[config.mk]
export PLATFORM = sky130hd
export DESIGN_NAME = pmc_power_mode_controller
export DESIGN_NICKNAME = d
export VERILOG_FILES = /design/src/logic/pmc_pkg.sv /design/src/logic/pmc_power_mode_controller.sv
export SDC_FILE = /design/constraint.sdc
export NUM_CORES = 1
export LEC_CHECK = 0
export ABC_AREA = 0
export BUFFER_PORTS_ARGS = -buffer_cell sky130_fd_sc_hd__clkbuf_2
export CAP_MARGIN = 25
export CORE_MARGIN = 3
export CORE_UTILIZATION = 43
export CTS_BUF_LIST = sky130_fd_sc_hd__clkbuf_8 sky130_fd_sc_hd__clkbuf_16
export DETAILED_ROUTE_END_ITERATION = 16
export PLACE_DENSITY = 0.79
export SETUP_SLACK_MARGIN = 0.05
export SYNTH_ARGS = -nofsm -noshare
export SYNTH_HDL_FRONTEND = slang
export SYNTH_SLANG_ARGS = --single-unit
[constraint.sdc]
create_clock -name ref_clk -period 1.76 [get_ports ref_clk]
set_input_delay 0.176 -clock ref_clk [delete_from_list [all_inputs] [get_ports ref_clk]]
set_output_delay 0.176 -clock ref_clk [all_outputs]
set_load 0.005 [all_outputs]
[src/logic/pmc_pkg.sv]
// pmc_pkg: constants and types of the power-mode controller
// assumes a 32-bit apb register bus and one clock domain
package pmc_pkg;
    // register byte offsets
    localparam logic [7:0] OFF_CTRL   = 8'h00;
    localparam logic [7:0] OFF_PCFG   = 8'h04;
    localparam logic [7:0] OFF_SCFG   = 8'h08;
    localparam logic [7:0] OFF_STATUS = 8'h0c;
    localparam logic [7:0] OFF_SUPPLY = 8'h10;
    // ctrl: [3:0] requested mode, [11:8] wake mode
    localparam int CTRL_REQ_LSB  = 0;
    localparam int CTRL_WAKE_LSB = 8;
    // pcfg: main cpu [1:0], math [3:2], legacy [5:4]
    localparam int PCFG_CPU_LSB  = 0;
    localparam int PCFG_MATH_LSB = 2;
    localparam int PCFG_LEG_LSB  = 4;
    // scfg: bit 0 gyro low-noise, bit 1 accel low-noise
    localparam int SCFG_GYRO_BIT  = 0;
    localparam int SCFG_ACCEL_BIT = 1;
    // status: [3:0] mode, bit 8 busy, bit 9 refused (write 1 clears)
    localparam int STAT_BUSY_BIT = 8;
    localparam int STAT_REF_BIT  = 9;
    // power modes
    localparam logic [3:0] MODE_PDOWN  = 4'h0;
    localparam logic [3:0] MODE_DSLEEP = 4'h1;
    localparam logic [3:0] MODE_SLEEP  = 4'h2;
    localparam logic [3:0] MODE_SIX    = 4'h3;
    localparam logic [3:0] MODE_ACCEL  = 4'h4;
    localparam logic [3:0] MODE_GYRO   = 4'h5;
    localparam logic [3:0] MODE_CPU    = 4'h6;
    localparam logic [3:0] MODE_MATH   = 4'h7;
    localparam logic [3:0] MODE_LEGACY = 4'h8;
    // unit power codes; sensors use UNIT_ON as low-noise
    localparam logic [1:0] UNIT_OFF  = 2'h0;
    localparam logic [1:0] UNIT_DUTY = 2'h1;
    localparam logic [1:0] UNIT_ON   = 2'h2;
    // reset values
    localparam logic [3:0] RST_MODE  = MODE_SIX;
    localparam logic [3:0] RST_WAKE  = MODE_SIX;
    localparam logic [5:0] RST_PCFG  = 6'h15;
    localparam logic [1:0] RST_SCFG  = 2'h0;

    typedef enum logic [1:0] {SEQ_RUN, SEQ_SUSPEND, SEQ_APPLY} pmc_seq_type;

    typedef struct packed {
        logic [1:0] main_cpu;
        logic [1:0] math_coprocessor;
        logic [1:0] legacy_motion_coprocessor;
        logic [1:0] gyro;
        logic [1:0] accel;
        logic       logic_on;
        logic       retain;
        logic       rom_flash_on;
        logic       rc_osc_on;
        logic       por_wake_armed;
    } pmc_power_type;
endpackage : pmc_pkg

[src/logic/pmc_power_mode_controller.sv]
// pmc_power_mode_controller: power-mode sequencer with apb registers
// assumes the host keeps apb protocol; active units ack suspend requests
//
// Implementation choices: register access over APB and the register addresses.
`timescale 1ns/1ps
`default_nettype none

// Behaviour
// - power-down turns all digital off, only por stays armed for wake.
// - power-down drops retention; only flash contents survive.
// - deep sleep powers off rom, flash and rc oscillator, keeps logic retained.
// - sleep keeps digital logic powered and idle, rc oscillator off.
// - active modes may enter any sleep mode; never sleep to sleep.
// - six active modes: six-axis, accel, gyro, cpu, math, legacy.
// - in active modes units are off or duty-cycled unless the mode or the pcfg/scfg setting selects on.
// - all three sleep modes hold every processor and sensor off.
// - sensor modes take processor choices; gyro or accel off per mode.
// - single-processor modes run only that processor, everything else off.
// - sensors duty-cycled by default, low-noise only when selected.
// - host requests served in every mode after a clean suspend.
// - core supply chosen from the flash setting: external or regulators.
module pmc_power_mode_controller (
    // clock and reset
    input  wire logic                 ref_clk,
    input  wire logic                 reset_n,
    // apb slave
    input  wire logic                 psel,
    input  wire logic                 penable,
    input  wire logic                 pwrite,
    input  wire logic [7:0]           paddr,
    input  wire logic [31:0]          pwdata,
    output logic      [31:0]          prdata,
    output logic                      pready,
    output logic                      pslverr,
    // wake, suspend handshake and flash supply setting
    input  wire logic                 ext_wake,
    input  wire logic                 suspend_ack,
    input  wire logic                 flash_ext_supply,
    output logic                      suspend_req,
    // power controls
    output pmc_pkg::pmc_power_type    power,
    output logic                      use_ext_supply
);
    function automatic logic is_sleep(input logic [3:0] m);
        return m <= pmc_pkg::MODE_SLEEP;
    endfunction : is_sleep

    function automatic logic is_valid(input logic [3:0] m);
        return m <= pmc_pkg::MODE_LEGACY;
    endfunction : is_valid

    function automatic logic [1:0] proc_code(input logic [1:0] c);
        // undefined choice falls back to off
        return (c == pmc_pkg::UNIT_DUTY || c == pmc_pkg::UNIT_ON) ? c : pmc_pkg::UNIT_OFF;
    endfunction : proc_code

    function automatic pmc_pkg::pmc_power_type power_of(input logic [3:0] m,
                                                       input logic [5:0] pc,
                                                       input logic [1:0] sc);
        pmc_pkg::pmc_power_type p;
        logic [1:0] g;
        logic [1:0] a;
        g = sc[pmc_pkg::SCFG_GYRO_BIT] ? pmc_pkg::UNIT_ON : pmc_pkg::UNIT_DUTY;
        a = sc[pmc_pkg::SCFG_ACCEL_BIT] ? pmc_pkg::UNIT_ON : pmc_pkg::UNIT_DUTY;
        // sleep modes start with every unit off
        p = '0;
        p.logic_on = 1'b1;
        p.retain = 1'b1;
        p.rom_flash_on = 1'b1;
        p.rc_osc_on = 1'b1;
        unique case (m)
            pmc_pkg::MODE_PDOWN: begin
                p.logic_on = 1'b0;
                p.retain = 1'b0;
                p.rom_flash_on = 1'b0;
                p.rc_osc_on = 1'b0;
                p.por_wake_armed = 1'b1;
            end
            pmc_pkg::MODE_DSLEEP: begin
                p.rom_flash_on = 1'b0;
                p.rc_osc_on = 1'b0;
                p.por_wake_armed = 1'b1;
            end
            pmc_pkg::MODE_SLEEP: begin
                p.rc_osc_on = 1'b0;
                p.por_wake_armed = 1'b1;
            end
            pmc_pkg::MODE_SIX, pmc_pkg::MODE_ACCEL, pmc_pkg::MODE_GYRO: begin
                p.main_cpu = proc_code(pc[pmc_pkg::PCFG_CPU_LSB +: 2]);
                p.math_coprocessor = proc_code(pc[pmc_pkg::PCFG_MATH_LSB +: 2]);
                p.legacy_motion_coprocessor = proc_code(pc[pmc_pkg::PCFG_LEG_LSB +: 2]);
                p.gyro = (m == pmc_pkg::MODE_ACCEL) ? pmc_pkg::UNIT_OFF : g;
                p.accel = (m == pmc_pkg::MODE_GYRO) ? pmc_pkg::UNIT_OFF : a;
            end
            pmc_pkg::MODE_CPU: p.main_cpu = pmc_pkg::UNIT_ON;
            pmc_pkg::MODE_MATH: p.math_coprocessor = pmc_pkg::UNIT_ON;
            pmc_pkg::MODE_LEGACY: p.legacy_motion_coprocessor = pmc_pkg::UNIT_ON;
            default: p.por_wake_armed = 1'b0;
        endcase
        return p;
    endfunction : power_of

    // control state
    pmc_pkg::pmc_seq_type seq;
    pmc_pkg::pmc_seq_type next_seq;
    logic [3:0]           mode;
    logic [3:0]           next_mode;
    logic [3:0]           target;
    logic [3:0]           next_target;
    logic [3:0]           wake_mode;
    logic [3:0]           next_wake_mode;
    logic [5:0]           pcfg;
    logic [5:0]           next_pcfg;
    logic [1:0]           scfg;
    logic [1:0]           next_scfg;
    logic                 refused;
    logic                 next_refused;
    logic                 supply_taken;
    logic                 next_supply_taken;
    logic                 next_use_ext_supply;
    logic                 next_suspend_req;
    pmc_pkg::pmc_power_type next_power;
    // bus state
    logic [31:0]          next_prdata;
    logic                 next_pready;
    logic                 next_pslverr;

    logic       wr_fire;
    logic       rd_fire;
    logic       hit;
    logic [3:0] req;
    logic       req_ok;
    logic       wake_ok;

    // a write lands only at the edge where pready is seen high
    assign wr_fire = psel & penable & pready & pwrite;
    assign rd_fire = psel & penable & ~pready & ~pwrite;
    assign hit = paddr == pmc_pkg::OFF_CTRL || paddr == pmc_pkg::OFF_PCFG ||
                 paddr == pmc_pkg::OFF_SCFG || paddr == pmc_pkg::OFF_STATUS ||
                 paddr == pmc_pkg::OFF_SUPPLY;
    assign req = pwdata[pmc_pkg::CTRL_REQ_LSB +: 4];
    // from sleep only an active target is legal
    assign req_ok = is_valid(req) && !(is_sleep(mode) && is_sleep(req));
    assign wake_ok = ext_wake && is_sleep(mode) && is_valid(wake_mode) && !is_sleep(wake_mode);

    always_comb begin
        next_pready = psel & penable & ~pready;
        next_pslverr = psel & penable & ~pready & ~hit;
        next_prdata = '0;
        if (rd_fire) begin
            unique case (paddr)
                pmc_pkg::OFF_CTRL: next_prdata = {20'h0, wake_mode, 4'h0, target};
                pmc_pkg::OFF_PCFG: next_prdata = {26'h0, pcfg};
                pmc_pkg::OFF_SCFG: next_prdata = {30'h0, scfg};
                pmc_pkg::OFF_STATUS: next_prdata = {22'h0, refused, seq != pmc_pkg::SEQ_RUN, 4'h0, mode};
                pmc_pkg::OFF_SUPPLY: next_prdata = {31'h0, use_ext_supply};
                default: next_prdata = '0;
            endcase
        end
    end

    always_ff @(posedge ref_clk) begin
        if (!reset_n) begin
            prdata <= '0;
            pready <= 1'b0;
            pslverr <= 1'b0;
        end else begin
            prdata <= next_prdata;
            pready <= next_pready;
            pslverr <= next_pslverr;
        end
    end

    always_comb begin
        next_seq = seq;
        next_mode = mode;
        next_target = target;
        next_wake_mode = wake_mode;
        next_pcfg = pcfg;
        next_scfg = scfg;
        next_refused = refused;
        next_suspend_req = 1'b0;
        next_power = power;
        next_supply_taken = 1'b1;
        // flash setting caught once after reset release
        next_use_ext_supply = supply_taken ? use_ext_supply : flash_ext_supply;
        if (wr_fire && paddr == pmc_pkg::OFF_STATUS && pwdata[pmc_pkg::STAT_REF_BIT]) begin
            next_refused = 1'b0;
        end
        if (wr_fire && paddr == pmc_pkg::OFF_PCFG) begin
            next_pcfg = pwdata[5:0];
        end
        if (wr_fire && paddr == pmc_pkg::OFF_SCFG) begin
            next_scfg = pwdata[1:0];
        end
        unique case (seq)
            pmc_pkg::SEQ_RUN: begin
                if (wr_fire && paddr == pmc_pkg::OFF_CTRL) begin
                    next_wake_mode = pwdata[pmc_pkg::CTRL_WAKE_LSB +: 4];
                    // refused requests leave the mode untouched
                    if (req_ok) begin
                        next_target = req;
                        next_seq = pmc_pkg::SEQ_SUSPEND;
                        next_suspend_req = 1'b1;
                    end else begin
                        next_refused = 1'b1;
                    end
                end else if (wake_ok) begin
                    next_target = wake_mode;
                    next_seq = pmc_pkg::SEQ_SUSPEND;
                    next_suspend_req = 1'b1;
                end
            end
            // hold until activity has stopped cleanly
            pmc_pkg::SEQ_SUSPEND: begin
                next_suspend_req = ~suspend_ack;
                if (suspend_ack) begin
                    next_seq = pmc_pkg::SEQ_APPLY;
                end
            end
            pmc_pkg::SEQ_APPLY: begin
                // the new mode drives every unit
                next_mode = target;
                next_power = power_of(target, pcfg, scfg);
                next_seq = pmc_pkg::SEQ_RUN;
            end
            default: next_seq = pmc_pkg::SEQ_RUN;
        endcase
        // busy ctrl writes are dropped and flagged; set beats clear
        if (seq != pmc_pkg::SEQ_RUN && wr_fire && paddr == pmc_pkg::OFF_CTRL) begin
            next_refused = 1'b1;
        end
    end

    always_ff @(posedge ref_clk) begin
        if (!reset_n) begin
            seq <= pmc_pkg::SEQ_RUN;
            mode <= pmc_pkg::RST_MODE;
            target <= pmc_pkg::RST_MODE;
            wake_mode <= pmc_pkg::RST_WAKE;
            pcfg <= pmc_pkg::RST_PCFG;
            scfg <= pmc_pkg::RST_SCFG;
            refused <= 1'b0;
            supply_taken <= 1'b0;
            use_ext_supply <= 1'b0;
            suspend_req <= 1'b0;
            power <= power_of(pmc_pkg::RST_MODE, pmc_pkg::RST_PCFG, pmc_pkg::RST_SCFG);
        end else begin
            seq <= next_seq;
            mode <= next_mode;
            target <= next_target;
            wake_mode <= next_wake_mode;
            pcfg <= next_pcfg;
            scfg <= next_scfg;
            refused <= next_refused;
            supply_taken <= next_supply_taken;
            use_ext_supply <= next_use_ext_supply;
            suspend_req <= next_suspend_req;
            power <= next_power;
        end
    end
endmodule : pmc_power_mode_controller

`default_nettype wire

==> results of run 1 <==
## where the power goes
group	leakage [µW]	internal (µW)	switching, µW	total [µW]
clock network	0.0000404	282	408	690
registers	0.000422	1180	2.68	1180
logic	0.000799	51.4	79.9	131
## flip-flops by register name (all words and copies together), names as in the netlist
register / count
mode: 4
pcfg: 6
power: 14
prdata: 10
pready: 1
pslverr: 1
refused: 1
scfg: 2
seq: 2
supply_taken: 1
suspend_req: 1
target: 4
use_ext_supply: 1
wake_mode: 4
## logic make-up after synthesis
kind of cell	after synthesis	share of synthesized area
other cells	1	0.001531
mux	20	0.08687
flops	52	0.4251
simple gates	88	0.2054
buf+inv	47	0.1109
xor+xnor	1	0.003578
compound gates	59	0.1666
## per-stage QoR
| stage | util | hold slack (ps) |
|---|---|---|
| final | 0.5526 | 68.19 |
| after global routing | 0.5526 | 96.25 |
| after CTS | 0.5472 | 74.97 |
| after detailed placement | 0.5288 | 395.2 |
| after global placement | 0.5288 | 388.2 |
| after floorplan | - | 203.7 |
## layout make-up
type	instances	area [µm²]
Clock buffer	5	68.82
Clock inverter	3	23.77
Fill cell	460	2372
Inverter	8	30.03
Multi-Input combinational cell	190	1227
Sequential cell	52	1046
Tap cell	70	87.58
Timing Repair Buffer	77	446.7
## repair_timing
| item | CTS | global route |
|---|---|---|
| hold buffers | 0 | 0 |
| pin swaps | 0 | 0 |
| buffers inserted | 0 | 1 |
| cloned | 0 | 1 |
| setup endpoints to repair | 8 | 10 |
| resized for setup | 2 | 5 |
## layout by cell type (no fill, tap or decap), types with 3 or more instances in the layout
| cell type | n |
|---|---|
| clkbuf_2 | 54 |
| dfxtp_1 | 50 |
| conb_1 | 22 |
| buf_4 | 22 |
| nand2_1 | 21 |
| nor2_1 | 21 |
| a21oi_1 | 20 |
| mux2i_1 | 19 |
| o21ai_0 | 9 |
| nand2b_1 | 8 |
| inv_1 | 8 |
| nand3_1 | 5 |
| clkbuf_8 | 5 |
| a31oi_1 | 4 |
| o31ai_1 | 3 |
| a221oi_1 | 3 |
| o211ai_1 | 3 |
| or4_1 | 3 |
| nor4_1 | 3 |
## per-layer routing
metal / up-vias / wire [µm] / GRT usage
met5: - / 0 / 0
met4: 0 / 120 / 0.07264
met3: 13 / 422 / 0.03728
met2: 94 / 2924 / 0.3208
met1: 1019 / 2472 / 0.2236
li1: 1044 / - / -
## worst min-delay path, delay by kind of cell
family                 cells  cell delay [ps]
buffers and inverters      1               70
muxes                      1               50
and+or+nand+nor            1               50
## worst max-delay path by stage
stage | end | start | cells after the start | slack (ps)
2_1_floorplan | target[2] | paddr[5] | 5 | -20
3_3_place_gp | target[2] | paddr[5] | 7 | -60
3_5_place_dp | prdata[4] | paddr[5] | 5 | -100
4_1_cts | target[2] | seq[0] | 5 | 50
5_1_grt | wake_mode[2] | seq[1] | 5 | -20
6_report | target[2] | seq[1] | 5 | 10
==> impl_metrics.py, run 1 <==
metrics = {
    "run_status": {
        "status": "finished clean",
    },
    "global_route": {
        "antenna_found_initial": 0,
        "grt_max_degree": 25,
        "grt_pass1_vias": 2046,
        "grt_use_total": 0.1849,
        "gr-total-overflow": 0,
        "grt_pass1_wl_um": 9466,
    },
    "power": {
        "p_leak_uw": 0.001261,
        "power_uw": 2002,
        "powerDensity_mw_per_mm2": 683.3,
        "ir_drop_uv": 281.4,
    },
    "critical_path": {
        "ff2ff_path_depth": 5,
        "worstPathArrival_ps": 1980,
        "r2r_slack_ps": 10,
        "critPathMaxFanout": 6,
        "crit_type": "register to register",
        "cp-start-kind": "register",
        "worstPathCellList": "or4_4 > nor4_4 > buf_4 > a221oi_1 > a211oi_2",
        "path_buf_inv": 1,
        "cp_data_required_time_ps": 1990,
        "rr_endpoint": "target[2]",
        "end_kind": "register",
        "max_stage_delay_ps": 550,
        "slowest_stage": "or4_4",
        "cp_top_family": "simple AND/OR/NAND/NOR gates",
        "rr_startpoint": "seq[1]",
    },
    "sta": {
        "min_period_over_period": 0.9920,
        "finalSetupViolations": 0,
        "rsz0062_at_grt": "yes",
        "slew_headroom": 0.4469,
        "drv_slew": 0,
        "fmax_mhz": 572.8,
        "period_minus_slack_ps": 1746,
        "finalHoldViolCount": 0,
        "tightest_slew_ps": 828.7,
        "fin_skew_ps": 10.19,
        "fin_setup_tns_ps": 0,
        "layout_setup_ws_ps": 14.11,
    },
    "route": {
        "routed_wl_um": 5940,
        "wire_per_inst_um": 14.67,
        "drc": 0,
        "routed_via_density": 5.358,
        "vias": 2170,
        "drt_first_pass_iters": 4,
        "first_iter_violations": 150,
        "ant_nets": 0,
    },
    "placement": {
        "place_area_mm2": 0.002804,
        "post-place-cells": 395,
        "place_ws_ps": -104.0,
        "dp_hpwl_um": 4419,
        "portBuffers": 54,
        "place_congestion": 0.8554,
    },
    "run": {
        "maxCapViolCount": 0,
    },
    "synthesis": {
        "synth_cells": 268,
        "ys_seq_elements": 52,
        "synthTopCellsByArea": "dfxtp_1, mux2i_1, buf_4, a21oi_1, nor2_1",
        "synth_cell_types": 50,
        "synth_top_area_share": 0.4251,
        "syn_area_mm2": 0.002449,
        "synthArstFlopShare": 0,
        "synth_edf_count": 0,
        "seq_area_frac_synth": 0.4251,
        "synth.most_common_cell": "dfxtp_1",
        "ys_top_cells_by_count": "dfxtp_1, buf_4, nor2_1, nand2_1, a21oi_1",
        "synthFlopType": "dfxtp_1",
        "ys_warn_count": 0,
        "synth.avg_cell_area_um2": 9.137,
        "yosys.area.top_type": "dfxtp_1",
    },
    "clocking": {
        "cts.clk_slew.worst_paths_ps": 90,
        "clkLatencyLatePin_ps": 320,
        "htreeDepth": 2,
        "cts_tree": "done",
        "root_buffer": "clkbuf_8",
        "ctsLongestPathBuffers": 2,
        "cts_sinks": 52,
        "numCtsBuffers": 5,
    },
    "die": {
        "fp.dieW_um": 81.46,
        "start_util": 0.4618,
        "core-area_mm2": 0.005303,
        "rows": 26,
        "die_h_um": 81.46,
        "dieArea_mm2": 0.006636,
        "io_pins": 99,
    },
    "hold_path": {
        "holdPathEnd": "wake_mode[0]",
        "hold_class": "primary input to register",
        "holdPathStages": 3,
        "hp-start": "pwdata[8]",
    },
    "layout": {
        "diodes": 0,
        "area_delta_synth_final_pct": 19.67,
        "final_design_area_no_fill_mm2": 0.002930,
        "final_cell_count_no_fill": 405,
        "drive_gt1_frac": 0.3015,
        "nets": 382,
    },
}
Power figures use the tool's default switching activity.
==> run 2: changes to the inputs <==
Settings changed: CORE_ASPECT_RATIO set to 1.2.
Clock period 1.76 ns to 1.6 ns, I/O delays scaled along.
==> run 2 against run 1 <==
Net effect: the run now ends with setup timing left; fmax is 6.8% higher; wire length is 5.4% higher; core utilization is 2.4 points higher; clock power is 15% higher; clock skew is 1.5 ps lower; highest routed layer unchanged.
==> impl_metrics.py, run 2 (synthesized netlist as in run 1, its figures left out) <==
metrics = {
    "clocking": {
        "root_buffer": "clkbuf_8",
        "numCtsBuffers": 5,
        "cts_tree": "done",
        "ctsHoldBuffers": 0,
        "clkLatencyLatePin_ps": 310,
        "htreeDepth": 2,
        "ctsLongestPathBuffers": 2,
        "cts.clk_slew.worst_paths_ps": 90,
        "cts_sinks": 52,
    },
    "critical_path": {
        "worstPathArrival_ps": 1810,
        "worstPathCellList": "or3b_2 > a2111oi_4 > buf_4 > a22o_4 > a31oi_1",
        "crit_end": "target[1]",
        "r2r_slack_ps": -30,
        "cp-start-kind": "register",
        "slowest_stage": "or3b_2",
        "crit_type": "register to register",
        "ff2ff_path_depth": 5,
        "worstSetupStartpoint": "seq[1]",
        "max_stage_delay_ps": 500,
        "critPathMaxFanout": 6,
        "cp_data_required_time_ps": 1780,
        "end_kind": "register",
        "rr_endpoint": "target[1]",
        "rr_startpoint": "seq[1]",
    },
    "layout": {
        "final_common_cell": "clkbuf_2",
        "multi_input_area_mm2": 0.001284,
        "postLayoutCoreUtil": 0.5765,
        "fillers": 465,
        "nets": 397,
        "final_design_area_no_fill_mm2": 0.003117,
        "largest_register": "power",
        "reg_top3": "power x14, prdata x10, pcfg x6",
        "area_delta_synth_final_pct": 27.29,
        "mostFrequentLayoutCells": "clkbuf_2, dfxtp_1, buf_4",
        "largest_reg_flops": 14,
        "final_cell_count_no_fill": 412,
        "seq_area_mm2": 0.001047,
        "drive_gt1_frac": 0.3657,
        "diodes": 0,
    },
    "route": {
        "ant_nets": 0,
        "routed_wl_um": 6263,
        "vias": 2183,
        "drc": 0,
        "first_iter_violations": 84,
        "drt_first_pass_iters": 4,
        "wire_per_inst_um": 15.20,
        "routed_via_density": 5.299,
    },
    "sta": {
        "tightest_slew_ps": 515.0,
        "rsz0062_at_grt": "yes",
        "fin_skew_ps": 8.689,
        "fmax_mhz": 611.7,
        "drv_slew": 0,
        "period_minus_slack_ps": 1635,
        "finalSetupViolations": 5,
        "layout_setup_ws_ps": -34.87,
        "min_period_over_period": 1.022,
        "slew_headroom": 0.6559,
        "finalHoldViolCount": 0,
        "hold_ws_ps": 62.52,
    },
    "die": {
        "start_util": 0.4529,
        "core-area_mm2": 0.005406,
        "io_pins": 99,
        "dieArea_mm2": 0.006640,
        "fp.dieW_um": 74.89,
        "rows": 29,
        "die_h_um": 88.67,
    },
    "placement": {
        "place_congestion": 0.9020,
        "portBuffers": 54,
        "dp_hpwl_um": 4704,
        "post-place-cells": 401,
        "place_area_mm2": 0.002944,
    },
    "global_route": {
        "gr-total-overflow": 0,
        "grt_pass1_wl_um": 9970,
        "grt_use_total": 0.1951,
        "grt_pass1_vias": 2142,
        "grt_max_degree": 20,
        "antenna_found_initial": 0,
    },
    "run_status": {
        "violations": "setup timing",
        "status": "complete, but fails checks",
    },
    "hold_path": {
        "hold_class": "primary input to register",
    },
    "power": {
        "ir_drop_uv": 403.7,
        "powerDensity_mw_per_mm2": 725.7,
        "power_uw": 2262,
        "p_leak_uw": 0.001344,
    },
    "run": {
        "maxCapViolCount": 0,
    },
}
run 2: routing by layer:
layer  track usage  share of wire  vias to the layer above  wire (µm)
li1              -              -                     1072          -
met1        0.2278           0.41                     1018       2544
met2        0.3423           0.51                       75       3200
met3       0.03864          0.053                       18        332
met4       0.08091          0.030                        0        185
met5             0              0                        -          0
run 2: layout make-up:
cell class	count	share of cell area
clock inverters	2	0.004817
repair buffers	92	0.1863
multi-input cells	190	0.4119
inverters	8	0.009635
flip-flops and latches	52	0.3360
well taps	62	0.02489
clock buffers	6	0.02650
run 2: worst min-delay path by stage:
stage                     startpoint      endpoint  slack (ps)  depth (start not counted)
after floorplan              reset_n  supply_taken         190                          0
after global placement     pwdata[4]       pcfg[4]         380                          3
after detailed placement   pwdata[8]  wake_mode[0]         380                          3
after CTS                  pwdata[4]       pcfg[4]          60                          3
after global routing       pwdata[4]       pcfg[4]          60                          3
final                      pwdata[4]       pcfg[4]          60                          3
run 2: critical path: cells and delay by family (launching register included):
kind	cells	cell delay, ps
and+or+nand+nor	1	500
AOI/OAI and AO/OA	3	480
DFF	1	350
buffers and inverters	1	200
run 2: power by group:
group | switching (µW) | internal (µW)
sequential | 3.39 | 1300
clock | 443 | 351
combinational | 96.2 | 70.2
run 2: per-stage QoR:
stage                     TNS, ps  setup slack, ps
after floorplan             -2221           -168.5
after global placement      -3375           -180.7
after detailed placement    -3703           -201.4
after CTS                  -41.56           -32.64
after global routing       -630.6           -99.68
final                      -92.00           -34.87
run 2: what timing repair did:
item                       CTS  global route
setup endpoints to repair   10            20
buffers inserted             3             0
pin swaps                    5             4
gates resized for setup      4            10
==> run 3: changes to the inputs <==
Settings changed: CTS_BUF_LIST sky130_fd_sc_hd__clkbuf_8 sky130_fd_sc_hd__clkbuf_16 to not set, SETUP_SLACK_MARGIN 0.05 to 0.15.
==> run 3 against run 2 <==
Net effect: the flow still finishes with violations (setup timing); fmax decreased by 0.64%; clock power is 12% lower; wire length down 0.75%; die area unchanged; register-to-register slack hardly changed; non-clock buffer count down 4; global-route usage fell by 0.36 points; combinational power grew 2%; first-iteration DRC count is 37% higher; total power decreased by 4.1%.
==> impl_metrics.py, run 3 (synthesized netlist as in run 1, its figures left out) <==
metrics = {
    "die": {
        "rows": 29,
        "io_pins": 99,
        "core-area_mm2": 0.005406,
        "dieArea_mm2": 0.006640,
        "fp.dieW_um": 74.89,
        "die_h_um": 88.67,
        "start_util": 0.4529,
    },
    "placement": {
        "place_congestion": 0.9295,
        "place_area_mm2": 0.002909,
        "dp_hpwl_um": 4580,
        "post-place-cells": 398,
        "portBuffers": 54,
        "place_ws_ps": -211.0,
    },
    "global_route": {
        "grt_pass1_vias": 2103,
        "use_met1": 0.2317,
        "grt-busiest-layer": "met2",
        "gr-total-overflow": 0,
        "grt_max_degree": 20,
        "use_met2": 0.3360,
        "grt_pass1_wl_um": 9880,
        "grt_use_total": 0.1915,
        "antenna_found_initial": 0,
        "use_met3": 0.03409,
    },
    "critical_path": {
        "critPathMaxFanout": 5,
        "rr_endpoint": "target[2]",
        "r2r_slack_ps": -50,
        "end_kind": "register",
        "crit_end": "target[2]",
        "cp-start-kind": "register",
        "ff2ff_path_depth": 5,
        "cp_data_required_time_ps": 1820,
        "worstSetupStartpoint": "seq[1]",
        "worstPathArrival_ps": 1870,
        "rr_startpoint": "seq[1]",
        "crit_type": "register to register",
    },
    "route": {
        "ant_nets": 0,
        "drc": 0,
        "wire_per_inst_um": 15.27,
        "drt_first_pass_iters": 4,
        "first_iter_violations": 115,
        "routed_wl_um": 6216,
        "vias": 2217,
        "routed_via_density": 5.447,
    },
    "layout": {
        "mostFrequentLayoutCells": "clkbuf_2, dfxtp_1, buf_4",
        "reg_top3": "power x14, prdata x10, pcfg x6",
        "nets": 393,
        "area_delta_synth_final_pct": 27.13,
        "largest_reg_flops": 14,
        "diodes": 0,
        "final_design_area_no_fill_mm2": 0.003113,
        "final_cell_count_no_fill": 407,
        "drive_gt1_frac": 0.3681,
        "largest_register": "power",
        "final_common_cell": "clkbuf_2",
    },
    "power": {
        "powerDensity_mw_per_mm2": 696.5,
        "ir_drop_uv": 538.4,
        "p_leak_uw": 0.001338,
    },
    "run_status": {
        "violations": "setup timing",
        "status": "complete, but fails checks",
    },
    "clocking": {
        "ctsHoldBuffers": 0,
        "numCtsBuffers": 5,
        "htreeDepth": 2,
        "ctsLongestPathBuffers": 2,
        "clkLatencyLatePin_ps": 300,
        "cts_tree": "done",
        "cts_sinks": 52,
        "root_buffer": "clkbuf_8",
        "cts.clk_slew.worst_paths_ps": 90,
    },
    "hold_path": {
        "hold_class": "primary input to register",
    },
    "sta": {
        "period_minus_slack_ps": 1645,
        "min_period_over_period": 1.028,
        "hold_ws_ps": 65.11,
        "slew_headroom": 0.6650,
        "fmax_mhz": 607.8,
        "tightest_slew_ps": 501.5,
        "finalSetupViolations": 7,
        "rsz0062_at_grt": "yes",
        "drv_slew": 0,
        "finalHoldViolCount": 0,
        "fin_skew_ps": 6.489,
        "fin_setup_tns_ps": -125.1,
        "layout_setup_ws_ps": -45.41,
    },
    "run": {
        "maxCapViolCount": 0,
    },
}
==> run 3: cell types whose count changed in the layout (fill, tap and decap cells not counted), sizes merged <==
cell / before / now
clkinv: 0 / 1
clkbuf: 60 / 59
clkinvlp: 2 / 0
buf: 38 / 35
==> run 3: worst min path at each step <==
stage                     startpoint      endpoint  cells after the start
final                      pwdata[4]       pcfg[4]                      3
after global routing       pwdata[8]  wake_mode[0]                      3
after CTS                  pwdata[4]       pcfg[4]                      3
after detailed placement   pwdata[4]       pcfg[4]                      3
after global placement     pwdata[8]  wake_mode[0]                      3
after floorplan              reset_n  supply_taken                      0
==> run 3: worst max-delay path, stage by stage (launching register included) <==
cell	delay [ps]
dfxtp_2	350
or4_4	540
nor4_4	170
buf_4	200
a221oi_1	90
a211oi_2	210
==> run 3: cell type report <==
class	instances	area (µm²)
Clock inverter	1	5.005
Fill cell	469	2293
Timing Repair Buffer	88	559.3
Tap cell	62	77.57
Clock buffer	6	72.57
Multi-Input combinational cell	190	1316
Sequential cell	52	1052
Inverter	8	30.03
==> run 3: power breakdown <==
part | internal, µW | switching, µW | leakage (µW)
sequential | 1300 | 3.04 | 0.000421
clock | 298 | 401 | 0.0000410
combinational | 71.4 | 98.2 | 0.000876
total | 1670 | 502 | 0.00134
==> run 3: routing by layer <==
metal,part of all wire,up-vias
met1,0.42,1064
met4,0.020,0
met2,0.51,78
met5,0,-
met3,0.052,14
li1,-,1061
==> run 3: metrics by stage <==
| stage | utilization | total power [µW] |
|---|---|---|
| detailed placement | 0.5381 | 1489 |
| floorplan | - | 1447 |
| finish | 0.5758 | 2168 |
| global route | 0.5758 | 2266 |
| CTS | 0.5684 | 2183 |
| global placement | 0.5381 | 1486 |
==> run 3: what timing repair did <==
action / in CTS / in global routing
pin swaps: 3 / 6
hold endpoints to repair: 0 / 0
endpoints found under the setup margin: 33 / 30
resized for setup: 16 / 12
setup buffers: 2 / 0
